### config.mk
export PLATFORM = sky130hd
export DESIGN_NAME = period_match_timer
export DESIGN_NICKNAME = d
export VERILOG_FILES = /design/src/include/period_timer_pkg.sv /design/src/hdl/output_divider.sv /design/src/hdl/period_match_timer.sv
export SDC_FILE = /design/constraint.sdc
export NUM_CORES = 1
export LEC_CHECK = 0
export ABC_AREA = 1
export BUFFER_PORTS_ARGS = -buffer_cell sky130_fd_sc_hd__buf_4
export CAP_MARGIN = 20
export CORE_ASPECT_RATIO = 1.75
export CORE_UTILIZATION = 54
export CTS_CLUSTER_SIZE = 40
export DETAILED_ROUTE_END_ITERATION = 10
export PLACE_DENSITY = 0.86
export SYNTH_ARGS = -nofsm -noshare
export SYNTH_HDL_FRONTEND = slang
export SYNTH_SLANG_ARGS = --single-unit
### constraint.sdc
create_clock -name clk_in -period 2.2 [get_ports clk_in]
set_input_delay 0.33 -clock clk_in [delete_from_list [all_inputs] [get_ports clk_in]]
set_output_delay 0.33 -clock clk_in [all_outputs]
set_load 0.01 [all_outputs]
### src/include/period_timer_pkg.sv
// Package for the period match timer: field layouts, reset values, select codes.
// Assumes a single system clock; the instruction-clock tick comes from a divide-by-four stage.
package period_timer_pkg;

  localparam int COUNT_W = 8;
  localparam int OUT_SEL_W = 4;
  localparam int IN_SEL_W = 2;
  localparam int CTRL_W = 7;

  // Reset values
  localparam logic [COUNT_W-1:0] COUNT_RESET = 8'h00;
  localparam logic [COUNT_W-1:0] PERIOD_RESET = 8'hFF;
  localparam logic [CTRL_W-1:0] CTRL_RESET = 7'h00;

  // Instruction clock is the oscillator clock divided by four
  localparam int INSTR_DIV = 4;
  localparam logic [1:0] INSTR_LAST = 2'h3;

  // Input divider select codes
  localparam logic [IN_SEL_W-1:0] IN_DIV_1 = 2'h0;
  localparam logic [IN_SEL_W-1:0] IN_DIV_4 = 2'h1;
  localparam logic [IN_SEL_W-1:0] IN_DIV_16 = 2'h2;
  localparam logic [IN_SEL_W-1:0] IN_DIV_64 = 2'h3;
  localparam logic [5:0] IN_LAST_1 = 6'h00;
  localparam logic [5:0] IN_LAST_4 = 6'h03;
  localparam logic [5:0] IN_LAST_16 = 6'h0F;
  localparam logic [5:0] IN_LAST_64 = 6'h3F;

  // Control register layout: bit 6:3 output select, bit 2 run, bit 1:0 input select
  typedef struct packed {
    logic [OUT_SEL_W-1:0] output_divider_select;
    logic timer_on;
    logic [IN_SEL_W-1:0] input_divider_select;
  } timer_control_t;

  // One software write to the timer's registers
  typedef struct packed {
    logic count_we;
    logic period_we;
    logic control_we;
    logic [COUNT_W-1:0] wdata;
  } reg_write_t;

endpackage

### src/hdl/output_divider.sv
// Output divider: counts period match pulses and emits one event per (select + 1) matches.
// Assumes match pulses and clears come from logic on the same clock.
`timescale 1ns/10ps
`default_nettype none
module output_divider #(
  parameter int SEL_W = 4
) (
  // Clock and reset
  input wire logic clk_in,
  input wire logic rst_in,
  // Control
  input wire logic clear_in,
  input wire logic [SEL_W-1:0] select_in,
  input wire logic match_in,
  // Result
  output logic event_out
);

  logic [SEL_W-1:0] count_q;
  logic [SEL_W-1:0] count_d;
  logic done;
  logic event_d;

  // Completion when the count has reached the selected ratio minus one
  assign done = match_in && (count_q >= select_in);
  assign count_d = clear_in ? '0 : (done ? '0 : (match_in ? count_q + 1'b1 : count_q));
  assign event_d = done && !clear_in;

  // Counter is cleared together with the input divider
  always_ff @(posedge clk_in or posedge rst_in) begin
    if (rst_in) begin
      count_q <= '0;
      event_out <= 1'b0;
    end else begin
      count_q <= count_d;
      event_out <= event_d;
    end
  end

endmodule
`default_nettype wire

### src/hdl/period_match_timer.sv
// Period match timer: 8-bit up counter with input divider, period compare and output divider.
// Assumes software writes arrive as same-clock strobes; device resets arrive as pulses.
// Sleep freezes the phase counter too, so counting resumes where it stopped on wake-up.
// The match pulse and flag are registered; nothing reaches an output combinationally.
//
// What this block does
// RULE1: Count clock is the instruction tick, one per four system clocks.
// RULE2: Input divider offers pass-through, divide by four, divide by sixteen and divide by sixty-four.
// RULE3: Count starts at zero and increments on each divided tick except the tick that matches.
// RULE4: Count compared with period on each divided tick; equality there gives the match pulse.
// RULE5: Match pulse zeroes the count next cycle and clocks the output divider.
// RULE6: Software reads and writes count and period directly.
// RULE7: Any device reset zeroes count and sets period to all ones.
// RULE8: Count write, control write and resets clear both divider counters.
// RULE9: Output divider completion sets a sticky match event flag.
// RULE10: Interrupt request raised only while flag and enable are both set.
// RULE11: Four-bit output select chooses ratios one-to-one through one-to-sixteen.
// RULE12: Match pulse is registered, no asynchronous path to the output.
// RULE13: During sleep nothing counts and count and period hold. Software writes to count and period still land during sleep.
// RULE14: Input select 00, 01, 10 divide by 1, 4, 16; 11 by 64.
// RULE15: Output select n gives one event per n plus one matches.
`timescale 1ns/10ps
`default_nettype none
module period_match_timer #(
  parameter int COUNT_W = period_timer_pkg::COUNT_W
) (
  // Clock and reset
  input wire logic clk_in,
  input wire logic rst_in,
  // Device reset sources other than power-on, each a one-cycle pulse
  input wire logic brownout_reset_in,
  input wire logic external_reset_pin_in,
  input wire logic watchdog_reset_in,
  input wire logic stack_overflow_reset_in,
  input wire logic stack_underflow_reset_in,
  input wire logic reset_instruction_in,
  // Processor state
  input wire logic sleep_in,
  // Software register writes
  input wire period_timer_pkg::reg_write_t reg_write_in,
  input wire period_timer_pkg::timer_control_t control_write_in,
  // Flag and enable bits
  input wire logic match_event_flag_clear_in,
  input wire logic match_event_enable_in,
  // Register read back
  output logic [COUNT_W-1:0] timer_count_out,
  output logic [COUNT_W-1:0] period_value_out,
  output period_timer_pkg::timer_control_t timer_control_out,
  // Timer output and interrupt
  output logic period_match_pulse_out,
  output logic match_event_flag_out,
  output logic irq_out
);

  logic [COUNT_W-1:0] count_q;
  logic [COUNT_W-1:0] count_d;
  logic [COUNT_W-1:0] period_q;
  logic [COUNT_W-1:0] period_d;
  // Widths of the phase counter and the input divider follow their terminal counts
  localparam int PHASE_W = $bits(period_timer_pkg::INSTR_LAST);
  localparam int IN_DIV_W = $bits(period_timer_pkg::IN_LAST_64);

  period_timer_pkg::timer_control_t control_q;
  period_timer_pkg::timer_control_t control_d;
  logic [PHASE_W-1:0] instr_q;
  logic [PHASE_W-1:0] instr_d;
  logic [IN_DIV_W-1:0] in_div_q;
  logic [IN_DIV_W-1:0] in_div_d;
  logic [IN_DIV_W-1:0] in_last;
  logic div_wrap;
  logic [COUNT_W-1:0] count_step;
  logic match_q;
  logic flag_q;
  logic flag_d;
  logic irq_d;
  logic any_reset;
  logic div_clear;
  logic instr_tick;
  logic div_tick;
  logic match_now;
  logic out_event;

  // Reset sources that restore the timer like a power-on does
  assign any_reset = brownout_reset_in | external_reset_pin_in | watchdog_reset_in |
                     stack_overflow_reset_in | stack_underflow_reset_in | reset_instruction_in; // RULE7

  // Dividers restart on count or control writes and on any reset
  assign div_clear = any_reset | reg_write_in.count_we | reg_write_in.control_we; // RULE8

  // Instruction tick, one per four system clocks, none in sleep
  assign instr_tick = (instr_q == period_timer_pkg::INSTR_LAST) && !sleep_in; // RULE1 RULE13

  // Phase counter holds in sleep so the first tick after wake-up is not short
  assign instr_d = sleep_in ? instr_q : instr_q + 1'b1; // RULE13

  // Input divider terminal count per select code; the fourth code divides by 64
  function automatic logic [IN_DIV_W-1:0] in_last_of(input logic [period_timer_pkg::IN_SEL_W-1:0] sel);
    logic [IN_DIV_W-1:0] last;
    case (sel)
      period_timer_pkg::IN_DIV_1: last = period_timer_pkg::IN_LAST_1;
      period_timer_pkg::IN_DIV_4: last = period_timer_pkg::IN_LAST_4;
      period_timer_pkg::IN_DIV_16: last = period_timer_pkg::IN_LAST_16;
      period_timer_pkg::IN_DIV_64: last = period_timer_pkg::IN_LAST_64;
      default: last = period_timer_pkg::IN_LAST_64;
    endcase
    return last;
  endfunction

  // Input divider wraps at its terminal count and gives the divided tick there
  assign in_last = in_last_of(control_q.input_divider_select); // RULE2 RULE14
  assign div_wrap = in_div_q >= in_last;
  assign div_tick = instr_tick && control_q.timer_on && div_wrap && !div_clear;
  assign in_div_d = div_clear ? '0 :
                    (instr_tick && control_q.timer_on) ? (div_wrap ? '0 : in_div_q + 1'b1) :
                    in_div_q; // RULE8

  // Compare on divided ticks of a running timer only, so a stopped or held equal count does not re-fire
  assign match_now = (count_q == period_q) && div_tick; // RULE4

  // Increment on a divided tick, but not on the tick that matches
  assign count_step = (div_tick && !match_now) ? count_q + 1'b1 : count_q; // RULE3

  // Count: writes win, match zeroes, divided tick increments
  assign count_d = any_reset ? period_timer_pkg::COUNT_RESET :
                   reg_write_in.count_we ? reg_write_in.wdata : // RULE6
                   sleep_in ? count_q : // RULE13
                   match_q ? period_timer_pkg::COUNT_RESET : // RULE5
                   count_step;

  assign period_d = any_reset ? period_timer_pkg::PERIOD_RESET :
                    reg_write_in.period_we ? reg_write_in.wdata : period_q; // RULE6 RULE7

  // Control next value; a control write never touches the count itself
  assign control_d = any_reset ? period_timer_pkg::CTRL_RESET :
                     (reg_write_in.control_we ? control_write_in : control_q); // RULE8

  // Sticky flag: a new event wins over a clear in the same cycle
  assign flag_d = any_reset ? 1'b0 : (out_event | (flag_q & !match_event_flag_clear_in)); // RULE9
  assign irq_d = flag_d & match_event_enable_in; // RULE10

  // Output divider driven by the registered match pulse
  output_divider #(
    .SEL_W(period_timer_pkg::OUT_SEL_W)
  ) u_output_divider (
    .clk_in(clk_in),
    .rst_in(rst_in),
    .clear_in(div_clear),
    .select_in(control_q.output_divider_select),
    .match_in(match_q),
    .event_out(out_event)
  ); // RULE5 RULE11 RULE15

  // Count and period registers
  always_ff @(posedge clk_in or posedge rst_in) begin
    if (rst_in) begin
      count_q <= period_timer_pkg::COUNT_RESET;
      period_q <= period_timer_pkg::PERIOD_RESET; // RULE7
    end else begin
      count_q <= count_d;
      period_q <= period_d;
    end
  end

  // Control register
  always_ff @(posedge clk_in or posedge rst_in) begin
    if (rst_in) begin
      control_q <= period_timer_pkg::CTRL_RESET;
    end else begin
      control_q <= control_d;
    end
  end

  // Phase counter, input divider and the registered match
  always_ff @(posedge clk_in or posedge rst_in) begin
    if (rst_in) begin
      instr_q <= '0;
      in_div_q <= '0;
      match_q <= 1'b0;
    end else begin
      instr_q <= instr_d;
      in_div_q <= in_div_d;
      match_q <= match_now && !div_clear; // RULE12
    end
  end

  // Sticky match event flag
  always_ff @(posedge clk_in or posedge rst_in) begin
    if (rst_in) begin
      flag_q <= 1'b0;
    end else begin
      flag_q <= flag_d;
    end
  end

  // Interrupt request, registered so it lines up with the flag output
  always_ff @(posedge clk_in or posedge rst_in) begin
    if (rst_in) begin
      irq_out <= 1'b0;
    end else begin
      irq_out <= irq_d;
    end
  end

  // Register read-back straight from flip-flops, same timing as the registers
  always_ff @(posedge clk_in or posedge rst_in) begin
    if (rst_in) begin
      timer_count_out <= period_timer_pkg::COUNT_RESET;
      period_value_out <= period_timer_pkg::PERIOD_RESET;
      timer_control_out <= period_timer_pkg::CTRL_RESET;
    end else begin
      timer_count_out <= count_d;
      period_value_out <= period_d;
      timer_control_out <= control_d;
    end
  end

  // Match pulse and flag outputs
  always_ff @(posedge clk_in or posedge rst_in) begin
    if (rst_in) begin
      period_match_pulse_out <= 1'b0;
      match_event_flag_out <= 1'b0;
    end else begin
      period_match_pulse_out <= match_now && !div_clear; // RULE12
      match_event_flag_out <= flag_d;
    end
  end

endmodule
`default_nettype wire

# Yosys cells after proc, flatten, opt, wreduce, memory -nomap -nowiden
# Index checks and enable logic that the tools add are counted.
[totals] out_inout_bits=26 ff_bits=39 ramBits=0 elab_cells=71 inputBits=29 romBits=0 memories=0 latchBits=0
[classes] mul=0 n_reduce_logical=20 shift=0 mux=17 addsub=4 n_eq_ne=6 n_bitwise=10 n_lt_le_gt_ge=2 n_div=0
[ops] operator="$mux 8" count=7
[ops] operator="$pmux 6 s4" count=1
[ops] operator="$mux 6" count=3
[ops] operator="$mux 7" count=2
[ops] operator="$mux 4" count=3
[ops] operator="$logic_and 1x1->1" count=9
[ops] operator="$add 8x1->8 const B" count=1
[ops] operator="$eq 8x8->1" count=1
[ops] operator="$or 1x1->1" count=8
[ops] operator="$add 6x1->6 const B" count=1
[ops] operator="$eq 2x2->1 const B" count=3
[ops] operator="$ge 6x6->1" count=1
[ops] operator="$reduce_bool 2->1" count=3
[ops] operator="$add 4x1->4 const B" count=1
[ops] operator="$ge 4x4->1" count=1
[ops] operator="$logic_not 1->1" count=4
[ops] operator="$reduce_bool 4->1" count=1
[ops] operator="$ne 3x1->1 const B" count=1
[ops] operator="$reduce_bool 3->1" count=1
[ops] operator="$add 2x1->2 const B" count=1
[ops] operator="$and 1x1->1" count=2
[ops] operator="$eq 2x1->1 const B" count=1
[ops] operator="$logic_not 2->1" count=1
[ops] operator="$reduce_and 2->1" count=1
[ops] operator="$mux 1" count=1

# Longest topological paths before layout
[logic_depth] depth_word=17 depth_mapped=14 mapped_depth_nobuf=14

# Modules after synthesis
# Synthesis repeated with hierarchy kept, for this count alone.
[unflattened] hier_cells=319 hier_area_um2=2511.2
[by_module_without_submodules] mod="period_match_timer" area_each_um2=2122.0 n_inst=1 cells_per_inst=265 seq_area_each_um2=860.8
[by_module_without_submodules] mod="output_divider" area_each_um2=389.1 n_inst=1 cells_per_inst=54 seq_area_each_um2=125.1

# Least setup slack after synthesis
# No wires, ideal clock.
[synth_path] kind="register to register" startpoint="register timer_control_out[1] (netlist name)" endpoint="register timer_count_out[5]" setup_slack_ps=478 synth_period_minus_slack_ps=1722 t_arrival_ps=1657 required_time_ps=2135 setup_time_ps=65 path_buffers=0 path_stages_with_launch=15 cell_sequence="dfrtp_1 -> nor2_1 -> inv_1 -> ha_1 -> inv_1 -> nand2_1 -> nand2_1 -> nand2_1 -> a21oi_1 -> nor2_1 -> nand2_2 -> nand3_4 -> nand2_4 -> nand2_1 -> nand2_1"
[synth_rtl] item="end signal: assignment" line="period_match_timer.sv:207" source="timer_count_out <= period_timer_pkg::COUNT_RESET;"
[synth_rtl] item="end signal: assignment" line="period_match_timer.sv:211" source="timer_count_out <= count_d;"
[synth_rtl] item="end: declaration" line="period_match_timer.sv:46" source="output logic [COUNT_W-1:0] timer_count_out,"

==> run metrics <==
syn avg cell area 7.83 sq um; Clock Path Buffers 2; routed via count 2,201; area share of the largest cell type after synthesis 0.328; DR pass1 iterations 4; Area growth syn-to-layout 23.8%; leakage power between 1 and 1.5 nW; CP Launch Point timer_control_out[1]$_DFFE_PP0P_; Detailed Place HPWL 4.23 mm; core area approximately 4200 sq um; Clock Tree Root clkbuf_8; Least-Margin Pin Slew 0.495 ns; Async S/R FF share, synth 1.00; Post-Syn Area 2370 sq um; Tot Pwr 1.50 mW; R2R cell count 12; largest net degree at the start of global routing 40; port bufs 54; post-synthesis cell type count 32; NumNets Final roughly 400; critical-path cell list nor2_1, inv_1, ha_1, inv_1, nand2_1, nand2_1, nand2_1, a21oi_1, inv_1, a21oi_2, o21ai_1, a21oi_2; DRC violations left 0; hold_buf cts 0; share of post-route cells with drive strength above 1 0.245; relative max-transition margin 0.670; CP delay by family, top compound AO/OA/AOI/OAI gates; crit end category register; Bufs and invs on worst path 3; Clock Sinks 39; # Post-CTS Setup Buffers 0; CTS H-tree lvls 2; Ant. Diodes 0; max-slew violation count 0; Initial Utilization 0.570; Post-synth EDFFs 0; Die Wd 52.0 microns; top cells by area, synth dfrtp_1 33%, nand2_1 13%, dfstp_2 8.9%; Synth Flop Type dfrtp_1; Max IR drop VDD around 0.00053 V; Setup TNS 0 ns; Worst EP arrival 2.20 ns; Final Wtd Congestion about 0.90; Max Freq 0.506 GHz; final setup fails 0; fillers 343; die area 4660 sq um; RR Startpoint timer_control_out[1]$_DFFE_PP0P_; status finished clean; Final period util 0.899; clock latency on the worst-skew pair 0.30 ns; Synth Instances 302; TritonCTS Buffers 5; Setup CP Type reg -> reg; CTS tree built; vias per std cell ~5.4; Yosys top cell by area dfrtp_1; post-layout min period a little under 2 ns; post-synthesis register bit count 39; crit path to in_div_q[3]$_DFFE_PP0P_; Routed WL between 5 and 6 mm; routed wire length per instance 13.7 microns; final-report hold violation count 0; most frequent cell after synthesis nand2_1; DP Cell Count 400; Crit path largest cell delay 0.41 ns; initial antenna violation count 0; synth cell count leaders 84 x nand2_1, 41 x inv_1, 31 x dfrtp_1, 21 x nor2_1, 18 x nand3_1; Final Core Density 0.706; Non-Filler Instances 408; total global routing overflow 0; Site Rows 31; CTS clk-pin slew, worst paths roughly 0.08 ns; FF-to-FF setup slack 0.22 ns; CP Data Required Time 2.43 ns; P per Cell Area approximately 510 nW/um^2; first-pass GRT wire length between 9 and 10 mm; Max-Cap Viols 0; Worst path depth 12; PostCTS Resize Cnt 0; IO Count between 50 and 60; Slowest-stage cell, CP dfrtp_1; Final ANT Viol Nets 0; vias in the first global route 2,169; CP startpoint kind register; die extent in y 89.6 microns; critical path peak fanout 4; Warnings, synthesis 0; Tot GR Track Use 0.271; Hold Path Class in -> async; syn_nets 345; clk_skew 0.0112 ns; reg2reg end in_div_q[3]$_DFFE_PP0P_; sequential area share after synthesis 0.417; First DRT Iteration DRCs between 60 and 70; RSZ-0062 raised after global routing false
==> worst min-delay path by stage <==
stage | from | to | slack (ns) | cells after the start
after detailed placement | instr_q[0]$_DFFE_PP0N_ | instr_q[0]$_DFFE_PP0N_ | 0.47 | 1
after global placement | instr_q[0]$_DFFE_PP0N_ | instr_q[0]$_DFFE_PP0N_ | 0.46 | 1
after global routing | rst_in | instr_q[1]$_DFFE_PP0N_ | 0.21 | 3
after floorplan | sleep_in | instr_q[0]$_DFFE_PP0N_ | 0.42 | 1
after CTS | rst_in | in_div_q[1]$_DFFE_PP0P_ | 0.16 | 3
final | rst_in | timer_control_out[0]$_DFFE_PP0P_ | 0.16 | 3
==> routing by layer <==
metal | track usage | vias to the layer above | part of all wire
li1 | - | 1093 | -
met1 | 0.289 | 1021 | 0.38
met2 | 0.493 | 72 | 0.55
met3 | 0.0374 | 15 | 0.042
met4 | 0.152 | 0 | 0.035
met5 | 0 | - | 0
==> kinds of logic after synthesis <==
family	count (synthesis)	synth area share
buf+inv	51	0.0846
mux	1	0.00476
fa+ha+maj	14	0.0740
flops	39	0.417
compound gates	44	0.111
simple gates	147	0.287
xor+xnor	6	0.0222
==> metrics by stage <==
step / hold WS [ns] / worst slack, ns / instance area, sq um
2_1_floorplan: 0.423 / 0.478 / 2370
3_5_place_dp: 0.472 / 0.350 / 2820
5_1_grt: 0.215 / 0.0370 / 2930
6_report: 0.157 / 0.222 / 2930
4_1_cts: 0.163 / 0.214 / 2930
3_3_place_gp: 0.464 / 0.437 / 2820
==> report_power, final <==
group | internal (mW) | switching (mW) | leakage, nW
clock network | 0.338 | 0.266 | 0.0581
registers | 0.739 | 0.0140 | 0.513
logic | 0.0695 | 0.0698 | 0.920
==> final cells by class <==
type                            count  area, sq um  share of cell area
Clock buffer                        5         68.8              0.0235
Clock inverter                      3         43.8              0.0149
Inverter                           44          170              0.0581
Multi-Input combinational cell    212         1180               0.403
Sequential cell                    39          986               0.336
Tap cell                           49         61.3              0.0209
Timing Repair Buffer               56          420               0.143
==> placed cells by master, fill, tap and decap left out, drive strengths merged <==
cell type  synthesis  layout
o22ai              2       2
mux2               1       1
clkbuf             4       5
a21o               1       1
nand2             88      88
nand4             10      10
nand3             21      21
a22oi              1       1
xnor2              3       3
dfstp              8       8
bufinv             0       1
o211ai             9       9
buf                3      56
a21oi             18      18
clkinv             1       3
o21ai             12      12
dfrtp             31      31
nor2              23      23
nor3b              1       1
nor3               4       4
ha                14      14
xor2               3       3
inv               43      43
a31oi              1       1
==> registers in the layout, indices dropped and copies added (netlist names) <==
name / count
in_div_q: 6
timer_control_out: 7
u_output_divider.event_out: 1
instr_q: 2
u_output_divider.count_q: 4
timer_count_out: 8
match_event_flag_out: 1
period_match_pulse_out: 1
irq_out: 1
period_value_out: 8
==> tightest hold or removal path, cell delays in order <==
cell and delay, ns:
buf_4 0.11, inv_1 0.04, buf_4 0.41
(Power assumes the default switching activity.)
